$ cat src/bsc_regs.svh
// Register offsets, fields, reset values and error codes of the send command block
`ifndef BSC_REGS_SVH
`define BSC_REGS_SVH
`define BSC_OFF_CTRL 4'h0
`define BSC_OFF_CH1_CNT 4'h1
`define BSC_OFF_CH2_CNT 4'h2
`define BSC_OFF_RESULT1 4'h3
`define BSC_OFF_RESULT2 4'h4
`define BSC_OFF_STATUS 4'h5
`define BSC_OFF_IRQ_STAT 4'h6
`define BSC_OFF_IRQ_MASK 4'h7
`define BSC_OFF_SYS_ERR 4'h8
`define BSC_CTRL_BYTE_MODE 0
`define BSC_CTRL_PROTO_BIDIR1 1
`define BSC_CTRL_PROTO_BIDIR2 2
`define BSC_CTRL_RESET 32'h0000_0007
`define BSC_ERR_NONE 16'h0000
`define BSC_ERR_SIMUL 16'h7FF0
`define BSC_ERR_PROTO 16'h7FF2
`define BSC_ERR_COUNT 16'h7001
`define BSC_ERR_CHAN 16'h4001
`define BSC_CPU_ERR_MAX 16'h4FFF
`define BSC_MOD_ERR_MIN 16'h7000
`define BSC_CH_FIRST 16'h0001
`define BSC_CH_SECOND 16'h0002
`endif

$ cat src/bsc_pkg.sv
// Types shared by the send command block
package bsc_pkg;
  typedef enum logic [3:0] {
    BSC_IDLE = 4'b0001,
    BSC_SEND = 4'b0010,
    BSC_WAIT = 4'b0100,
    BSC_DONE = 4'b1000
  } bsc_state_e;
  typedef struct packed {
    logic [15:0] channel;
    logic [15:0] count;
    logic [15:0] buf_head;
  } bsc_req_s;
  typedef struct packed {
    logic done;
    logic abnormal;
  } bsc_flag_s;
endpackage : bsc_pkg

$ cat src/bsc_send.sv
// Bidirectional send command handler with two channels and Avalon-MM registers
// Operation
// RULE_01 - Channel word 1 or 2 selects transmit channel
// RULE_02 - Result word zero normal, else error code
// RULE_03 - Requester gives count of at least one
// RULE_04 - Count is bytes or words per unit mode
// RULE_05 - Send source buffer data from head location
// RULE_06 - Repeat send on busy channel ignored
// RULE_07 - Later of send/setting/init fails with 7FF0
// RULE_08 - Foreign protocol on channel reports 7FF2
// RULE_09 - Done flag high one scan at end
// RULE_10 - Status flag high one scan if abnormal
// RULE_11 - Store error code; set cpu error flag
// RULE_12 - Codes to 4FFF CPU, from 7000 module
// RULE_13 - Requester addresses module by start number
// RULE_14 - Result written no later than done flag
// RULE_15 - Requester issues only while done low
//
// Local design decisions: the Avalon-MM slave port and the address map.
`timescale 1ns/100ps
`include "bsc_regs.svh"
module bsc_send #(
  parameter int unsigned NCH = 2,
  parameter logic [7:0] MODULE_START_IO = 8'h00
) (
  input wire logic clk,
  input wire logic arst_n,
  input wire logic [3:0] avs_address,
  input wire logic avs_read,
  input wire logic avs_write,
  input wire logic [31:0] avs_writedata,
  output logic [31:0] avs_readdata,
  output logic avs_waitrequest,
  input wire logic [7:0] req_start_io,
  input wire logic bidir_send_request,
  input wire bsc_pkg::bsc_req_s req_data,
  input wire logic channel_setting_request,
  input wire logic [15:0] channel_setting_ch,
  input wire logic channel_setting_done,
  input wire logic module_init_request,
  input wire logic module_init_done,
  input wire logic foreign_proto_request,
  input wire logic [15:0] foreign_proto_ch,
  input wire logic scan_end,
  output logic [15:0] buf_rd_addr,
  output logic [NCH-1:0] buf_rd_req,
  input wire logic [15:0] buf_rd_data,
  output logic [NCH-1:0] tx_valid,
  output logic [15:0] tx_data [NCH],
  output logic [NCH-1:0] tx_is_byte,
  input wire logic [NCH-1:0] tx_ready,
  output bsc_pkg::bsc_flag_s [NCH-1:0] flags,
  output logic [15:0] result_word [NCH],
  output logic cpu_error_flag,
  output logic [15:0] cpu_error_code_word,
  output logic irq
);
  logic [31:0] ctrl;
  logic [31:0] irq_stat;
  logic [31:0] irq_mask;
  logic [NCH-1:0] busy;
  logic [NCH-1:0] set_active;
  logic init_active;
  logic [NCH-1:0] grant;
  logic [NCH-1:0] ev_done;
  logic [NCH-1:0] ev_err;
  logic wr_ack;
  logic rd_ack;
  logic ours;

  function automatic logic ch_hit(input logic [15:0] chw, input int unsigned idx);
    ch_hit = (chw == 16'(idx + 1));
  endfunction : ch_hit

  assign ours = (req_start_io == MODULE_START_IO); // RULE_13
  assign irq = |(irq_stat & irq_mask);

  // Grant only one channel per cycle: the bus buffer port is shared
  always_comb begin
    grant = '0;
    for (int i = 0; i < NCH; i++) begin
      if (busy[i] && buf_rd_req[i] && grant == '0) begin
        grant[i] = 1'b1;
      end
    end
  end

  // Conflict trackers for setting and init requests
  always_ff @(posedge clk or negedge arst_n) begin
    if (!arst_n) begin
      set_active <= '0;
      init_active <= 1'b0;
    end else begin
      for (int i = 0; i < NCH; i++) begin
        if (channel_setting_done) begin
          set_active[i] <= 1'b0;
        end else if (channel_setting_request && ch_hit(channel_setting_ch, i) && !busy[i]) begin
          set_active[i] <= 1'b1; // RULE_07
        end
      end
      if (module_init_done) begin
        init_active <= 1'b0;
      end else if (module_init_request && busy == '0) begin
        init_active <= 1'b1; // RULE_07
      end
    end
  end

  genvar g;
  generate
    for (g = 0; g < NCH; g++) begin : g_ch
      bsc_pkg::bsc_state_e state;
      logic [15:0] remain;
      logic [15:0] addr;
      logic byte_mode;
      logic hi_half;
      logic [15:0] err;
      logic [15:0] word;
      logic have_word;
      logic start;
      logic proto_ok;

      assign proto_ok = ctrl[`BSC_CTRL_PROTO_BIDIR1 + g];
      assign start = ours && bidir_send_request && ch_hit(req_data.channel, g)
        && state == bsc_pkg::BSC_IDLE; // RULE_01 RULE_06
      assign busy[g] = (state != bsc_pkg::BSC_IDLE);
      assign buf_rd_req[g] = (state == bsc_pkg::BSC_SEND) && !have_word;
      assign tx_valid[g] = (state == bsc_pkg::BSC_SEND) && have_word;
      assign ev_done[g] = (state == bsc_pkg::BSC_DONE) && scan_end;
      assign ev_err[g] = ev_done[g] && (err != `BSC_ERR_NONE);

      always_ff @(posedge clk or negedge arst_n) begin
        if (!arst_n) begin
          state <= bsc_pkg::BSC_IDLE;
          remain <= 16'h0000;
          addr <= 16'h0000;
          byte_mode <= 1'b0;
          hi_half <= 1'b0;
          err <= `BSC_ERR_NONE;
          word <= 16'h0000;
          have_word <= 1'b0;
          result_word[g] <= 16'h0000;
        end else begin
          unique case (state)
            bsc_pkg::BSC_IDLE: begin
              if (start) begin
                remain <= req_data.count; // RULE_03
                addr <= req_data.buf_head; // RULE_05
                byte_mode <= ctrl[`BSC_CTRL_BYTE_MODE]; // RULE_04
                hi_half <= 1'b0;
                have_word <= 1'b0;
                if (!proto_ok || (foreign_proto_request && ch_hit(foreign_proto_ch, g))) begin
                  err <= `BSC_ERR_PROTO; // RULE_08
                  state <= bsc_pkg::BSC_WAIT;
                end else if (set_active[g] || init_active) begin
                  err <= `BSC_ERR_SIMUL; // RULE_07
                  state <= bsc_pkg::BSC_WAIT;
                end else if (req_data.count == 16'h0000) begin
                  err <= `BSC_ERR_COUNT; // RULE_12
                  state <= bsc_pkg::BSC_WAIT;
                end else begin
                  err <= `BSC_ERR_NONE;
                  state <= bsc_pkg::BSC_SEND;
                end
              end
            end
            bsc_pkg::BSC_SEND: begin
              // Setting or init arriving now is the later request: it fails, the send goes on
              if (foreign_proto_request && ch_hit(foreign_proto_ch, g)) begin
                err <= `BSC_ERR_PROTO; // RULE_08
                state <= bsc_pkg::BSC_WAIT;
              end else if (grant[g]) begin
                word <= buf_rd_data; // RULE_05
                have_word <= 1'b1;
                addr <= addr + 16'h0001;
              end else if (have_word && tx_ready[g]) begin
                // Byte mode sends low then high byte of each word; an odd count ends on a low byte alone
                if (byte_mode && !hi_half && remain != 16'h0001) begin
                  hi_half <= 1'b1; // RULE_04
                end else begin
                  hi_half <= 1'b0;
                  have_word <= 1'b0;
                end
                remain <= remain - 16'h0001;
                if (remain == 16'h0001) begin
                  state <= bsc_pkg::BSC_WAIT;
                end
              end
            end
            bsc_pkg::BSC_WAIT: begin
              result_word[g] <= err; // RULE_02 RULE_11 RULE_14
              state <= bsc_pkg::BSC_DONE;
            end
            bsc_pkg::BSC_DONE: begin
              if (scan_end) begin
                state <= bsc_pkg::BSC_IDLE;
              end
            end
            default: begin
              state <= bsc_pkg::BSC_IDLE;
            end
          endcase
        end
      end

      // Flags held for one scan, from the end of scan that sees completion
      always_ff @(posedge clk or negedge arst_n) begin
        if (!arst_n) begin
          flags[g] <= '0;
        end else if (ev_done[g]) begin
          flags[g].done <= 1'b1; // RULE_09
          flags[g].abnormal <= (err != `BSC_ERR_NONE); // RULE_10
        end else if (scan_end) begin
          flags[g] <= '0; // RULE_09 RULE_10
        end
      end

      always_ff @(posedge clk or negedge arst_n) begin
        if (!arst_n) begin
          tx_data[g] <= 16'h0000;
          tx_is_byte[g] <= 1'b0;
        end else begin
          tx_is_byte[g] <= byte_mode;
          tx_data[g] <= !byte_mode ? word :
            (hi_half ? {8'h00, word[15:8]} : {8'h00, word[7:0]});
        end
      end
    end
  endgenerate

  always_comb begin
    buf_rd_addr = 16'h0000;
    for (int i = 0; i < NCH; i++) begin
      if (grant[i]) begin
        buf_rd_addr = g_addr_sel(i);
      end
    end
  end

  function automatic logic [15:0] g_addr_sel(input int unsigned idx);
    g_addr_sel = (idx == 0) ? g_ch[0].addr : g_ch[NCH-1].addr;
  endfunction : g_addr_sel

  // CPU-side error: a send addressed here with a channel outside 1..2
  always_ff @(posedge clk or negedge arst_n) begin
    if (!arst_n) begin
      cpu_error_flag <= 1'b0;
      cpu_error_code_word <= 16'h0000;
    end else if (ours && bidir_send_request
        && req_data.channel != `BSC_CH_FIRST && req_data.channel != `BSC_CH_SECOND) begin
      cpu_error_flag <= 1'b1; // RULE_11
      cpu_error_code_word <= `BSC_ERR_CHAN; // RULE_12
    end else if (wr_ack && avs_address == `BSC_OFF_SYS_ERR) begin
      cpu_error_flag <= 1'b0;
    end
  end

  // Sticky interrupt bits; set wins over write-one-to-clear
  always_ff @(posedge clk or negedge arst_n) begin
    if (!arst_n) begin
      irq_stat <= 32'h0000_0000;
    end else begin
      for (int i = 0; i < 32; i++) begin
        if (i < NCH && ev_done[i % NCH]) begin
          irq_stat[i] <= 1'b1;
        end else if (i >= 8 && i < 8 + NCH && ev_err[(i - 8) % NCH]) begin
          irq_stat[i] <= 1'b1;
        end else if (wr_ack && avs_address == `BSC_OFF_IRQ_STAT && avs_writedata[i]) begin
          irq_stat[i] <= 1'b0;
        end
      end
    end
  end

  always_ff @(posedge clk or negedge arst_n) begin
    if (!arst_n) begin
      ctrl <= `BSC_CTRL_RESET;
      irq_mask <= 32'h0000_0000;
    end else if (wr_ack) begin
      if (avs_address == `BSC_OFF_CTRL) begin
        ctrl <= avs_writedata & 32'h0000_0007;
      end
      if (avs_address == `BSC_OFF_IRQ_MASK) begin
        irq_mask <= avs_writedata & 32'h0000_0303;
      end
    end
  end

  // One wait cycle per read, none per write, so read data comes from a flop
  always_ff @(posedge clk or negedge arst_n) begin
    if (!arst_n) begin
      rd_ack <= 1'b0;
      avs_readdata <= 32'h0000_0000;
    end else begin
      rd_ack <= avs_read && !rd_ack;
      if (avs_read && !rd_ack) begin
        unique case (avs_address)
          `BSC_OFF_CTRL: avs_readdata <= ctrl;
          `BSC_OFF_RESULT1: avs_readdata <= {16'h0000, result_word[0]};
          `BSC_OFF_RESULT2: avs_readdata <= {16'h0000, result_word[NCH-1]};
          `BSC_OFF_STATUS: avs_readdata <= {24'h000000, 6'h00, busy};
          `BSC_OFF_IRQ_STAT: avs_readdata <= irq_stat;
          `BSC_OFF_IRQ_MASK: avs_readdata <= irq_mask;
          `BSC_OFF_SYS_ERR: avs_readdata <= {15'h0000, cpu_error_flag, cpu_error_code_word};
          default: avs_readdata <= 32'h0000_0000;
        endcase
      end
    end
  end

  assign wr_ack = avs_write;
  assign avs_waitrequest = avs_read && !rd_ack;
endmodule : bsc_send

$ cat config.mk
export PLATFORM = sky130hd
export DESIGN_NAME = bsc_send
export DESIGN_NICKNAME = d
export VERILOG_FILES = /design/src/bsc_pkg.sv /design/src/bsc_send.sv
export VERILOG_INCLUDE_DIRS = /design/src
export SDC_FILE = /design/constraint.sdc
export NUM_CORES = 1
export LEC_CHECK = 0
export BUFFER_PORTS_ARGS = -buffer_cell sky130_fd_sc_hd__buf_2
export CORE_MARGIN = 2
export CORE_UTILIZATION = 53
export DETAILED_ROUTE_END_ITERATION = 16
export HOLD_SLACK_MARGIN = 0.12
export PLACE_DENSITY = 0.9
export SLEW_MARGIN = 20
export SYNTH_ARGS = -nofsm -noshare
export SYNTH_HDL_FRONTEND = slang
export SYNTH_SLANG_ARGS = --single-unit
$ cat constraint.sdc
create_clock -name clk -period 3.3 [get_ports clk]
set_input_delay 0.66 -clock clk [delete_from_list [all_inputs] [get_ports clk]]
set_output_delay 0.66 -clock clk [all_outputs]
set_load 0.02 [all_outputs]
==> impl_metrics.yaml, run 1 <==
run_status:
  outcome: "completed"
clock_tree:
  post_cts.resized_instances: 0
  cts.clk_slew.worst_paths_ps: 70
  ctsHtreeMaxLevel: 4
  tritoncts: "done"
  clock_tree.buffer_depth: 2
  worstSkewPairLatency_ps: 450
  clockRootBuffer: "clkbuf_16"
  clock_sinks: 190
  cts_post_setup_buffers_inserted: 0
  number_of_buffers_added_by_the_clock_tree_synthesis_step: 17
  postCtsHoldBufs: 0
finish:
  most-common-layout-cells: "buf_2 (228), dfrtp_1 (185), nand2_1 (129)"
  drive_gt1_share_pct: 29.3
  n_antenna_cell: 0
  layout.cells.most_common: "buf_2"
  post_route_cell_area_um2: 11800
  fillCellCount: 1531
  syn2layout_area_growth_pct: 17.9
  nets: 1415
yosys:
  yosys-top-cells-area: "dfrtp_1 (46%), mux2_2 (5.5%), nand2_1 (4.8%), buf_4 (4.7%), a21oi_1 (3.6%)"
  ys_seq_elements: 190
  yosys.cell_types.count: 73
  synthesis.area_per_instance_um2: 9.50
  post-synth-top-area-cell: "dfrtp_1"
  most_used_dff_post_synth: "dfrtp_1"
  mapped_cells: 1057
  yosysWarningCount: 0
  synth_top_cell_area_share_pct: 46.1
  seq_area_frac_synth_pct: 47.4
  async_set_or_reset_flop_fraction_in_the_synthesized_netlist_pct: 100
  number_of_enable_type_register_cells_in_the_synthesized_netlist: 0
  mappedNetlistArea_um2: 10000
setup_path:
  crit_slowest_cell: "or4b_1"
  timing.critical_path.cells: "or4b_1 -> buf_4 -> nor2_1 -> buf_4 -> a22o_1 -> buf_2"
  critical_path_class: "flop to output pin"
  reg2reg_setup_slack_ps: 480
  path_common_cell: "buf_4"
  worst_ep_required_time_ps: 2640
  worst-r2r-cell-count: 7
  top_fanout_value_on_the_critical_path: 17
  cp_data_arrival_time_ps: 2460
  critical_path.reg2reg.startpoint: "g_ch[1].state[3]"
  buf_inv_on_cp: 3
  cp-end-kind: "output pin"
  crit-reg2reg-capture: "g_ch[1].addr[15]"
  worst_setup_path_start_kind: "flop"
  timing.critical_path.slowest_cell_delay_ps: 600
  critical_path.top_delay_family: "simple AND/OR/NAND/NOR gates"
floorplan:
  core_region_area_um2: 18600
  ios: 294
  die_height_um: 142
  die-area_um2: 20100
  die-width_um: 142
  start_util_pct: 53.9
  rows: 50
sta:
  final.min_clock_period_ps: 3120
  tightestPinTransition_ps: 920
  fmax_mhz: 320
  finalSetupTns_ps: 0
  clock_skew_ps: 16.6
  setup_repair_after_global_routing_missed_its_margin: "false"
  count_of_pins_over_their_slew_limit: 0
  timing.hold.ws_ps: 176
  hold_violations: 0
  finalCritPeriodShare_pct: 94.7
  max_slew_headroom_at_the_worst_pin_pct: 38.1
  setup_viol: 0
routing:
  drt-initial-drc-count: 747
  drt_pass1_iterations: 5
  routed_wire_length_per_instance_um: 18.0
  drt_wl_total_mm: 27.1
  detail_route.drc_violations: 0
  vias: 8995
  drt-vias-per-instance: 5.98
  route.antenna.remaining_nets: 0
run:
  cap_viol_max_count: 0
global_route:
  grt_start_max_net_pins: 74
  grt_pass1_wl_mm: 43.1
  antenna_found_initial: 1
  first_global_vias: 8590
  grt_util_all_layers_pct: 27.1
  globalRoute.totalOverflow: 0
pwr:
  power_per_cell_area_nw_per_um2: 452
  leakage_nw: 5.91
  worst_vdd_drop_mv: 0.420
placed_design:
  placed_cell_area_um2: 11200
  dp_hpwl_mm: 19.4
  globalplace.congestion: 0.929
  numPortBuffers: 229
worst_hold_path:
  worst_hold_path_class: "input port to async pin"
## synth_stat cells, types with 7 or more instances
library cell	count
dfrtp_1	185
nand2_1	129
nor2_1	79
a21oi_1	72
o21ai_0	71
buf_4	63
mux2_2	49
clkbuf_1	39
nand3_1	35
inv_1	21
nor3_1	21
nor4_1	21
a22o_1	19
nor2b_1	19
a2bb2oi_1	13
and3_1	13
o22ai_1	13
a31oi_1	11
nand4_1	11
a22oi_1	10
or3_1	10
buf_2	9
nor3b_1	9
nor4b_1	9
o2bb2ai_1	8
a32oi_1	7
mux2i_1	7
## worst max path at each step
stage | startpoint | end | slack (ps) | depth (start not counted)
after floorplan | g_ch[0].state[0] | buf_rd_addr[10] | 300 | 6
after global placement | req_start_io[2] | g_ch[1].remain[12] | 530 | 8
after detailed placement | req_start_io[2] | g_ch[1].remain[12] | 480 | 8
after CTS | g_ch[0].state[3] | buf_rd_addr[5] | 210 | 6
after global routing | g_ch[0].state[3] | buf_rd_addr[5] | 110 | 6
final | g_ch[0].state[3] | buf_rd_addr[5] | 180 | 6
## final cells by class
type | count | area, um^2 | area share, %
flip-flops and latches | 190 | 4760 | 40.2
multi-input cells | 766 | 4670 | 39.4
repair buffers | 260 | 1410 | 11.9
clock buffers | 17 | 425 | 3.59
well taps | 234 | 293 | 2.47
clock inverters | 15 | 204 | 1.72
inverters | 21 | 78.8 | 0.666
## worst reg2reg max path, cell delays in order, from the launching register on
cell	delay, ps
dfrtp_1	440
or4b_1	620
a211oi_4	240
buf_4	280
a21bo_2	300
mux2i_4	480
o21ai_0	200
o2bb2ai_1	160
## kinds of logic (layout without fill, tap and decap cells)
logic type | after synthesis | after routing | synth area share (%)
mux | 57 | 57 | 6.41
compound gates | 277 | 277 | 18.3
flops | 190 | 190 | 47.4
fa+ha+maj | 6 | 6 | 0.747
other cells | 1 | 37 | 0.0373
simple gates | 388 | 388 | 19.3
buf+inv | 137 | 313 | 7.73
xor+xnor | 1 | 1 | 0.0872
## metal layers
layer | track usage [%] | wire length [um] | share of wire, % | vias to the layer above
met5 | 0 | 13 | 0.048 | -
met4 | 11.8 | 1050 | 3.9 | 2
met3 | 4.39 | 1750 | 6.5 | 84
met2 | 44.2 | 13000 | 48 | 441
met1 | 36.0 | 11300 | 42 | 4334
li1 | - | - | - | 4134
## flip-flops by register name (all words and copies together), names as in the netlist, 2 cells and up
| signal | flops |
|---|---|
| g_ch.remain | 32 |
| set_active | 2 |
| g_ch.hi_half | 2 |
| g_ch.state | 8 |
| ctrl | 3 |
| tx_is_byte | 2 |
| result_word | 8 |
| flags | 4 |
| avs_readdata | 9 |
| g_ch.addr | 32 |
| g_ch.word | 32 |
| irq_mask | 4 |
| tx_data | 32 |
| g_ch.byte_mode | 2 |
| g_ch.err | 8 |
| irq_stat | 4 |
| g_ch.have_word | 2 |
## where the power goes
part           switching [mW]  internal, mW  total, mW
Sequential              0.124          2.44       2.57
Combinational           0.374         0.267      0.640
Clock                    1.10          1.05       2.15
## through the flow
stage | setup slack [ps] | cells | power [mW] | util, %
global placement | 527 | 1471 | 3.21 | 60.1
finish | 175 | 1503 | 5.36 | 63.5
global route | 114 | 1503 | 5.56 | 63.5
floorplan | 304 | 1093 | 2.98 | -
detailed placement | 481 | 1471 | 3.24 | 60.1
CTS | 213 | 1503 | 5.37 | 63.5
No activity file was read; power rests on OpenSTA's default activity.
==> run 2, diff against run 1 <==
Settings changed: CELL_PAD_IN_SITES_DETAIL_PLACEMENT set to 0, CELL_PAD_IN_SITES_GLOBAL_PLACEMENT set to 1, CORE_UTILIZATION 53 to 39, PLACE_DENSITY 0.9 to 0.89.
==> impl_metrics.yaml, run 2 (same netlist as run 1, synthesis figures left out) <==
setup_path:
  timing.critical_path.slowest_cell_delay_ps: 610
  buf_inv_on_cp: 2
  worst-r2r-cell-count: 7
  critical_path.top_delay_family: "simple AND/OR/NAND/NOR gates"
  reg2reg_setup_slack_ps: 550
  crit_slowest_cell: "or4b_1"
  worst_setup_path_start_kind: "flop"
  timing.critical_path.cells: "or4b_1 -> a211oi_4 -> buf_4 -> a22o_1 -> buf_2"
  cp_data_arrival_time_ps: 2390
  critical_path_class: "flop to output pin"
  critical_path.reg2reg.startpoint: "g_ch[1].state[3]"
  crit-reg2reg-capture: "g_ch[1].addr[15]"
  top_fanout_value_on_the_critical_path: 18
  cp-end-kind: "output pin"
  worst_ep_required_time_ps: 2640
clock_tree:
  postCtsHoldBufs: 0
  cts.clk_slew.worst_paths_ps: 80
  worstSkewPairLatency_ps: 450
  clock_tree.buffer_depth: 2
  clock_sinks: 190
  post_cts.resized_instances: 0
  ctsHtreeMaxLevel: 4
  tritoncts: "done"
  clockRootBuffer: "clkbuf_16"
  number_of_buffers_added_by_the_clock_tree_synthesis_step: 17
  cts_post_setup_buffers_inserted: 0
run:
  cap_viol_max_count: 0
pwr:
  power_per_cell_area_nw_per_um2: 448
  p_sw_mw: 1.60
  worst_vdd_drop_mv: 0.333
  share_comb_of_total_power_pct: 11.8
  power.clock.fraction_pct: 40.3
  p_sw_share_pct: 29.8
  leakage_nw: 5.91
  p_int_mw: 3.76
  p_seq_share_pct: 47.8
  finalPower_mw: 5.35
run_status:
  outcome: "completed"
sta:
  setup_repair_after_global_routing_missed_its_margin: "false"
  hold_violations: 0
  fin_ws_ps: 254
  final.min_clock_period_ps: 3050
  finalSetupTns_ps: 0
  count_of_pins_over_their_slew_limit: 0
  fmax_mhz: 328
  clock_skew_ps: 24.3
  finalCritPeriodShare_pct: 92.3
  max_slew_headroom_at_the_worst_pin_pct: 34.1
  setup_viol: 0
  tightestPinTransition_ps: 975
floorplan:
  rows: 58
  core_region_area_um2: 25300
  start_util_pct: 39.8
  ios: 294
  die-area_um2: 27100
  die_height_um: 164
  die-width_um: 164
global_route:
  grt_pass1_wl_mm: 44.2
  first_global_vias: 8237
  grt_start_max_net_pins: 68
  globalRoute.totalOverflow: 0
  grt_util_all_layers_pct: 20.9
  antenna_found_initial: 1
finish:
  fillCellCount: 2432
  layout.cells.most_common: "buf_2"
  most-common-layout-cells: "buf_2 (228), dfrtp_1 (185), nand2_1 (129)"
  post_route_cell_area_um2: 12000
  area_occupied_by_multi_input_gates_um2: 4660
  regArea_um2: 4760
  drive_gt1_share_pct: 29.2
  syn2layout_area_growth_pct: 19.0
  layout_cells_excl_fill: 1600
  nets: 1415
routing:
  drt-vias-per-instance: 5.47
  detail_route.drc_violations: 0
  met2RoutedLength_mm: 13.2
  routed_wire_length_per_instance_um: 17.4
  routedLengthMet1_mm: 12.6
  drt_pass1_iterations: 5
  drt_wl_total_mm: 27.9
  top_signal_layer_used: "met4"
  route.antenna.remaining_nets: 0
  vias: 8744
  routed-wl-met3_mm: 1.62
  drt-initial-drc-count: 711
placed_design:
  dpl_worst_slack_ps: 407
  dp_hpwl_mm: 20.1
  numPortBuffers: 229
  placed_cell_area_um2: 11300
  numPlacedInstances: 1567
  globalplace.congestion: 0.884
worst_hold_path:
  worst_hold_path_class: "input port to async pin"
==> run 2: changes by cell type in the layout (fill, tap and decap cells not counted) <==
cell / delta
diode_2: +1
inv_6: +1
nor4b_2: -1
inv_12: -1
clkinv_4: -1
nor4b_1: +1
clkinv_8: +1
==> run 2: worst reg2reg max path: stages (launching register included) <==
cell and delay [ps]:
dfrtp_1 430, or4b_1 610, a211oi_4 240, buf_4 270, a21bo_2 290, mux2i_4 470
o21ai_0 180, o2bb2ai_1 160
==> run 2: final cells by class <==
type	instances	area share [%]
Clock buffer	17	3.56
Clock inverter	15	1.71
Sequential cell	190	39.8
Multi-Input combinational cell	766	39.0
Timing Repair Buffer	260	11.8
Antenna cell	1	0.0209
Inverter	21	0.659
Tap cell	330	3.45
==> run 2: routing by layer <==
metal,global-route usage (%),vias to the layer above
met5,0,-
met4,6.25,0
met3,3.11,31
met2,33.7,315
met1,29.3,4258
li1,-,4140
==> run 2: power by group through the flow <==
stage	Clock [mW]	Combinational, mW	Sequential (mW)
final	2.16	0.633	2.56
after global placement	0	0.619	2.60
after detailed placement	0	0.632	2.60
after CTS	2.21	0.635	2.56
after global routing	2.31	0.708	2.58
after floorplan	0	0.411	2.57
==> run 2: worst max path at each step <==
stage | startpoint | end | slack [ps] | cells after the start
floorplan | g_ch[0].state[0] | buf_rd_addr[10] | 300 | 6
global placement | req_data[38] | g_ch[1].remain[12] | 450 | 7
detailed placement | req_start_io[2] | g_ch[1].remain[12] | 410 | 7
CTS | g_ch[1].state[3] | buf_rd_addr[4] | 250 | 5
global route | g_ch[1].state[3] | buf_rd_addr[4] | 180 | 5
finish | g_ch[1].state[3] | buf_rd_addr[4] | 250 | 5
==> run 2: through the flow <==
step,hold slack [ps],utilization (%)
2_1_floorplan,352,-
3_3_place_gp,455,44.8
3_5_place_dp,460,44.8
4_1_cts,209,47.3
5_1_grt,230,47.3
6_report,195,47.3
==> run 3, diff against run 2 <==
Settings changed: ABC_AREA set to 1, CORE_UTILIZATION 39 to 38, PLACE_DENSITY 0.89 to 0.91.
==> impl_metrics.yaml, run 3 <==
floorplan:
  start_util_pct: 38.5
  die-width_um: 174
  core_region_area_um2: 28500
  die_height_um: 174
  ios: 294
  rows: 62
  die-area_um2: 30300
pwr:
  finalPower_mw: 9.91
  leakage_nw: 6.99
  power_per_cell_area_nw_per_um2: 771
  worst_vdd_drop_mv: 0.389
clock_tree:
  number_of_buffers_added_by_the_clock_tree_synthesis_step: 17
  cts.clk_slew.worst_paths_ps: 80
  clock_tree.buffer_depth: 2
  post_cts.resized_instances: 0
  ctsHtreeMaxLevel: 4
  clock_sinks: 190
  clockRootBuffer: "clkbuf_16"
  worstSkewPairLatency_ps: 440
  postCtsHoldBufs: 0
  tritoncts: "done"
  cts_post_setup_buffers_inserted: 0
yosys:
  synth_top_cell_area_share_pct: 42.2
  seq_area_frac_synth_pct: 43.4
  mappedNetlistArea_um2: 11000
  ys_seq_elements: 190
  async_set_or_reset_flop_fraction_in_the_synthesized_netlist_pct: 100
  synth_xor_area_share_pct: 1.20
  synth_top_family_by_area: "simple AND/OR/NAND/NOR gates"
  synth_simple_gate_area_share_pct: 34.3
  post-synth-top-area-cell: "dfrtp_1"
  mapped_cells: 1558
  yosys-top-cells-area: "dfrtp_1 (42%), nand2_1 (20%), nor2_1 (6.2%), o21ai_0 (5.6%), inv_1 (5.0%)"
  synth-adder-area-share_pct: 0.684
  synth.mux.area_fraction_pct: 0.103
  number_of_enable_type_register_cells_in_the_synthesized_netlist: 0
  yosysWarningCount: 0
  netlist_top_cells_count: "nand2_1 (572), dfrtp_1 (185), nor2_1 (181)"
  most_used_dff_post_synth: "dfrtp_1"
  yosys.cell_types.count: 49
  synth_compound_area_share_pct: 9.07
  synthesis.area_per_instance_um2: 7.05
  most_frequent_cell_after_synthesis: "nand2_1"
finish:
  drive_gt1_share_pct: 17.6
  syn2layout_area_growth_pct: 17.0
  regArea_um2: 4760
  area_occupied_by_multi_input_gates_um2: 5120
  nets: 1912
  layout.cells.most_common: "nand2_1"
  most-common-layout-cells: "nand2_1 (572), buf_2 (228), dfrtp_1 (185)"
  fillCellCount: 2985
sta:
  count_of_pins_over_their_slew_limit: 0
  fmax_mhz: 356
  setup_viol: 0
  tightestPinTransition_ps: 1030
  final.min_clock_period_ps: 2810
  finalSetupTns_ps: 0
  max_slew_headroom_at_the_worst_pin_pct: 31.4
  clock_skew_ps: 16.0
  finalCritPeriodShare_pct: 85.2
  setup_repair_after_global_routing_missed_its_margin: "false"
  hold_violations: 0
setup_path:
  path_common_cell: "inv_4"
  top_fanout_value_on_the_critical_path: 18
  buf_inv_on_cp: 3
  crit_slowest_cell: "dfstp_2"
  worst_ep_required_time_ps: 2640
  timing.critical_path.slowest_cell_delay_ps: 550
  timing.critical_path.cells: "nor2_2 -> nand3_4 -> inv_4 -> nor2_8 -> inv_4 -> o22ai_1 -> buf_2"
  cp_data_arrival_time_ps: 2150
  worst_setup_path_start_kind: "flop"
  critical_path_class: "flop to output pin"
  critical_path.top_delay_family: "flip-flops"
  cp-end-kind: "output pin"
routing:
  drt-vias-per-instance: 4.84
  drt_wl_total_mm: 31.0
  detail_route.drc_violations: 0
  drt-initial-drc-count: 725
  vias: 10400
  routed_wire_length_per_instance_um: 14.4
  route.antenna.remaining_nets: 0
  drt_pass1_iterations: 5
placed_design:
  dp_hpwl_mm: 22.9
  numPortBuffers: 229
  globalplace.congestion: 0.899
run:
  cap_viol_max_count: 0
global_route:
  antenna_found_initial: 2
  globalRoute.totalOverflow: 0
  first_global_vias: 10000
  grt_start_max_net_pins: 88
  grt_pass1_wl_mm: 50.3
  grt_util_all_layers_pct: 20.6
run_status:
  outcome: "completed"
worst_hold_path:
  worst_hold_path_class: "input port to async pin"
-- run 3: changes by cell type after synthesis, sizes merged, moves of 48 or more --
cell	previous run	this run
a21oi	74	26
inv	21	152
mux2	49	1
nand2	129	579
nand3	35	93
nor2	81	193
o21ai	73	127
-- run 3: cell families (layout without fill, tap and decap cells) --
family / Yosys count / count (layout)
muxes: 1 / 1
adders and majority gates: 6 / 6
buffers and inverters: 251 / 423
DFF: 190 / 190
xor gates and xnor gates: 15 / 15
AOI/OAI and AO/OA: 186 / 186
and+or+nand+nor: 908 / 908
other: 1 / 39
-- run 3: area by class of cell --
cell class                 instances  share of cell area [%]
antenna                            2                  0.0390
clock buffer                      17                    3.31
clock inverter                    15                    1.73
inverter                         153                    4.51
multi-input combinational       1153                    39.9
sequential                       190                    37.1
tap                              384                    3.74
timing repair buffer             238                    9.71
-- run 3: metal layers --
metal  global-route usage (%)  share of wire (%)  up-vias
met5                        0                  0        -
li1                         -                  -     5215
met1                     27.8                 46     4811
met2                     33.9                 46      345
met4                     7.07                2.5        0
met3                     2.97                5.6       44
-- run 3: final timing paths --
check / start / endpoint / slack, ps / depth (start not counted)
max: g_ch[0].state[0] / buf_rd_addr[12] / 490 / 7
min: arst_n / tx_data[5] / 250 / 1
max reg2reg: g_ch[0].state[0] / g_ch[0].addr[5] / 1140 / 8
min reg2reg: g_ch[1].word[1] / g_ch[1].word[1] / 480 / 2
max in group asynchronous: arst_n / g_ch[1].remain[14] / 2270 / 2
min in group clk: module_init_done / init_active / 380 / 2
-- run 3: worst reg2reg max path: stages (launching register included) --
cell     delay [ps]
dfstp_2         550
nor2_2           60
nand2_2         140
inv_2            80
nand4_1         130
nand2_1         390
nor2_4          510
nand2_1         130
nand2_1          90
-- run 3: through the flow --
step                      utilization [%]  setup slack (ps)  std cells  hold WS, ps  cell area (um^2)
after global placement               42.7               772       2118          457             12200
after detailed placement             42.7               699       2118          459             12200
final                                45.0               488       2152          251             12800
after floorplan                         -              1120       1594          364             11100
after global routing                 45.0               352       2152          300             12800
after CTS                            45.0               475       2150          295             12800
-- run 3: where the power goes --
group / switching, mW / total [mW] / internal, mW
clock network: 1.11 / 2.24 / 1.13
logic: 2.82 / 4.19 / 1.38
registers: 0.531 / 3.47 / 2.94
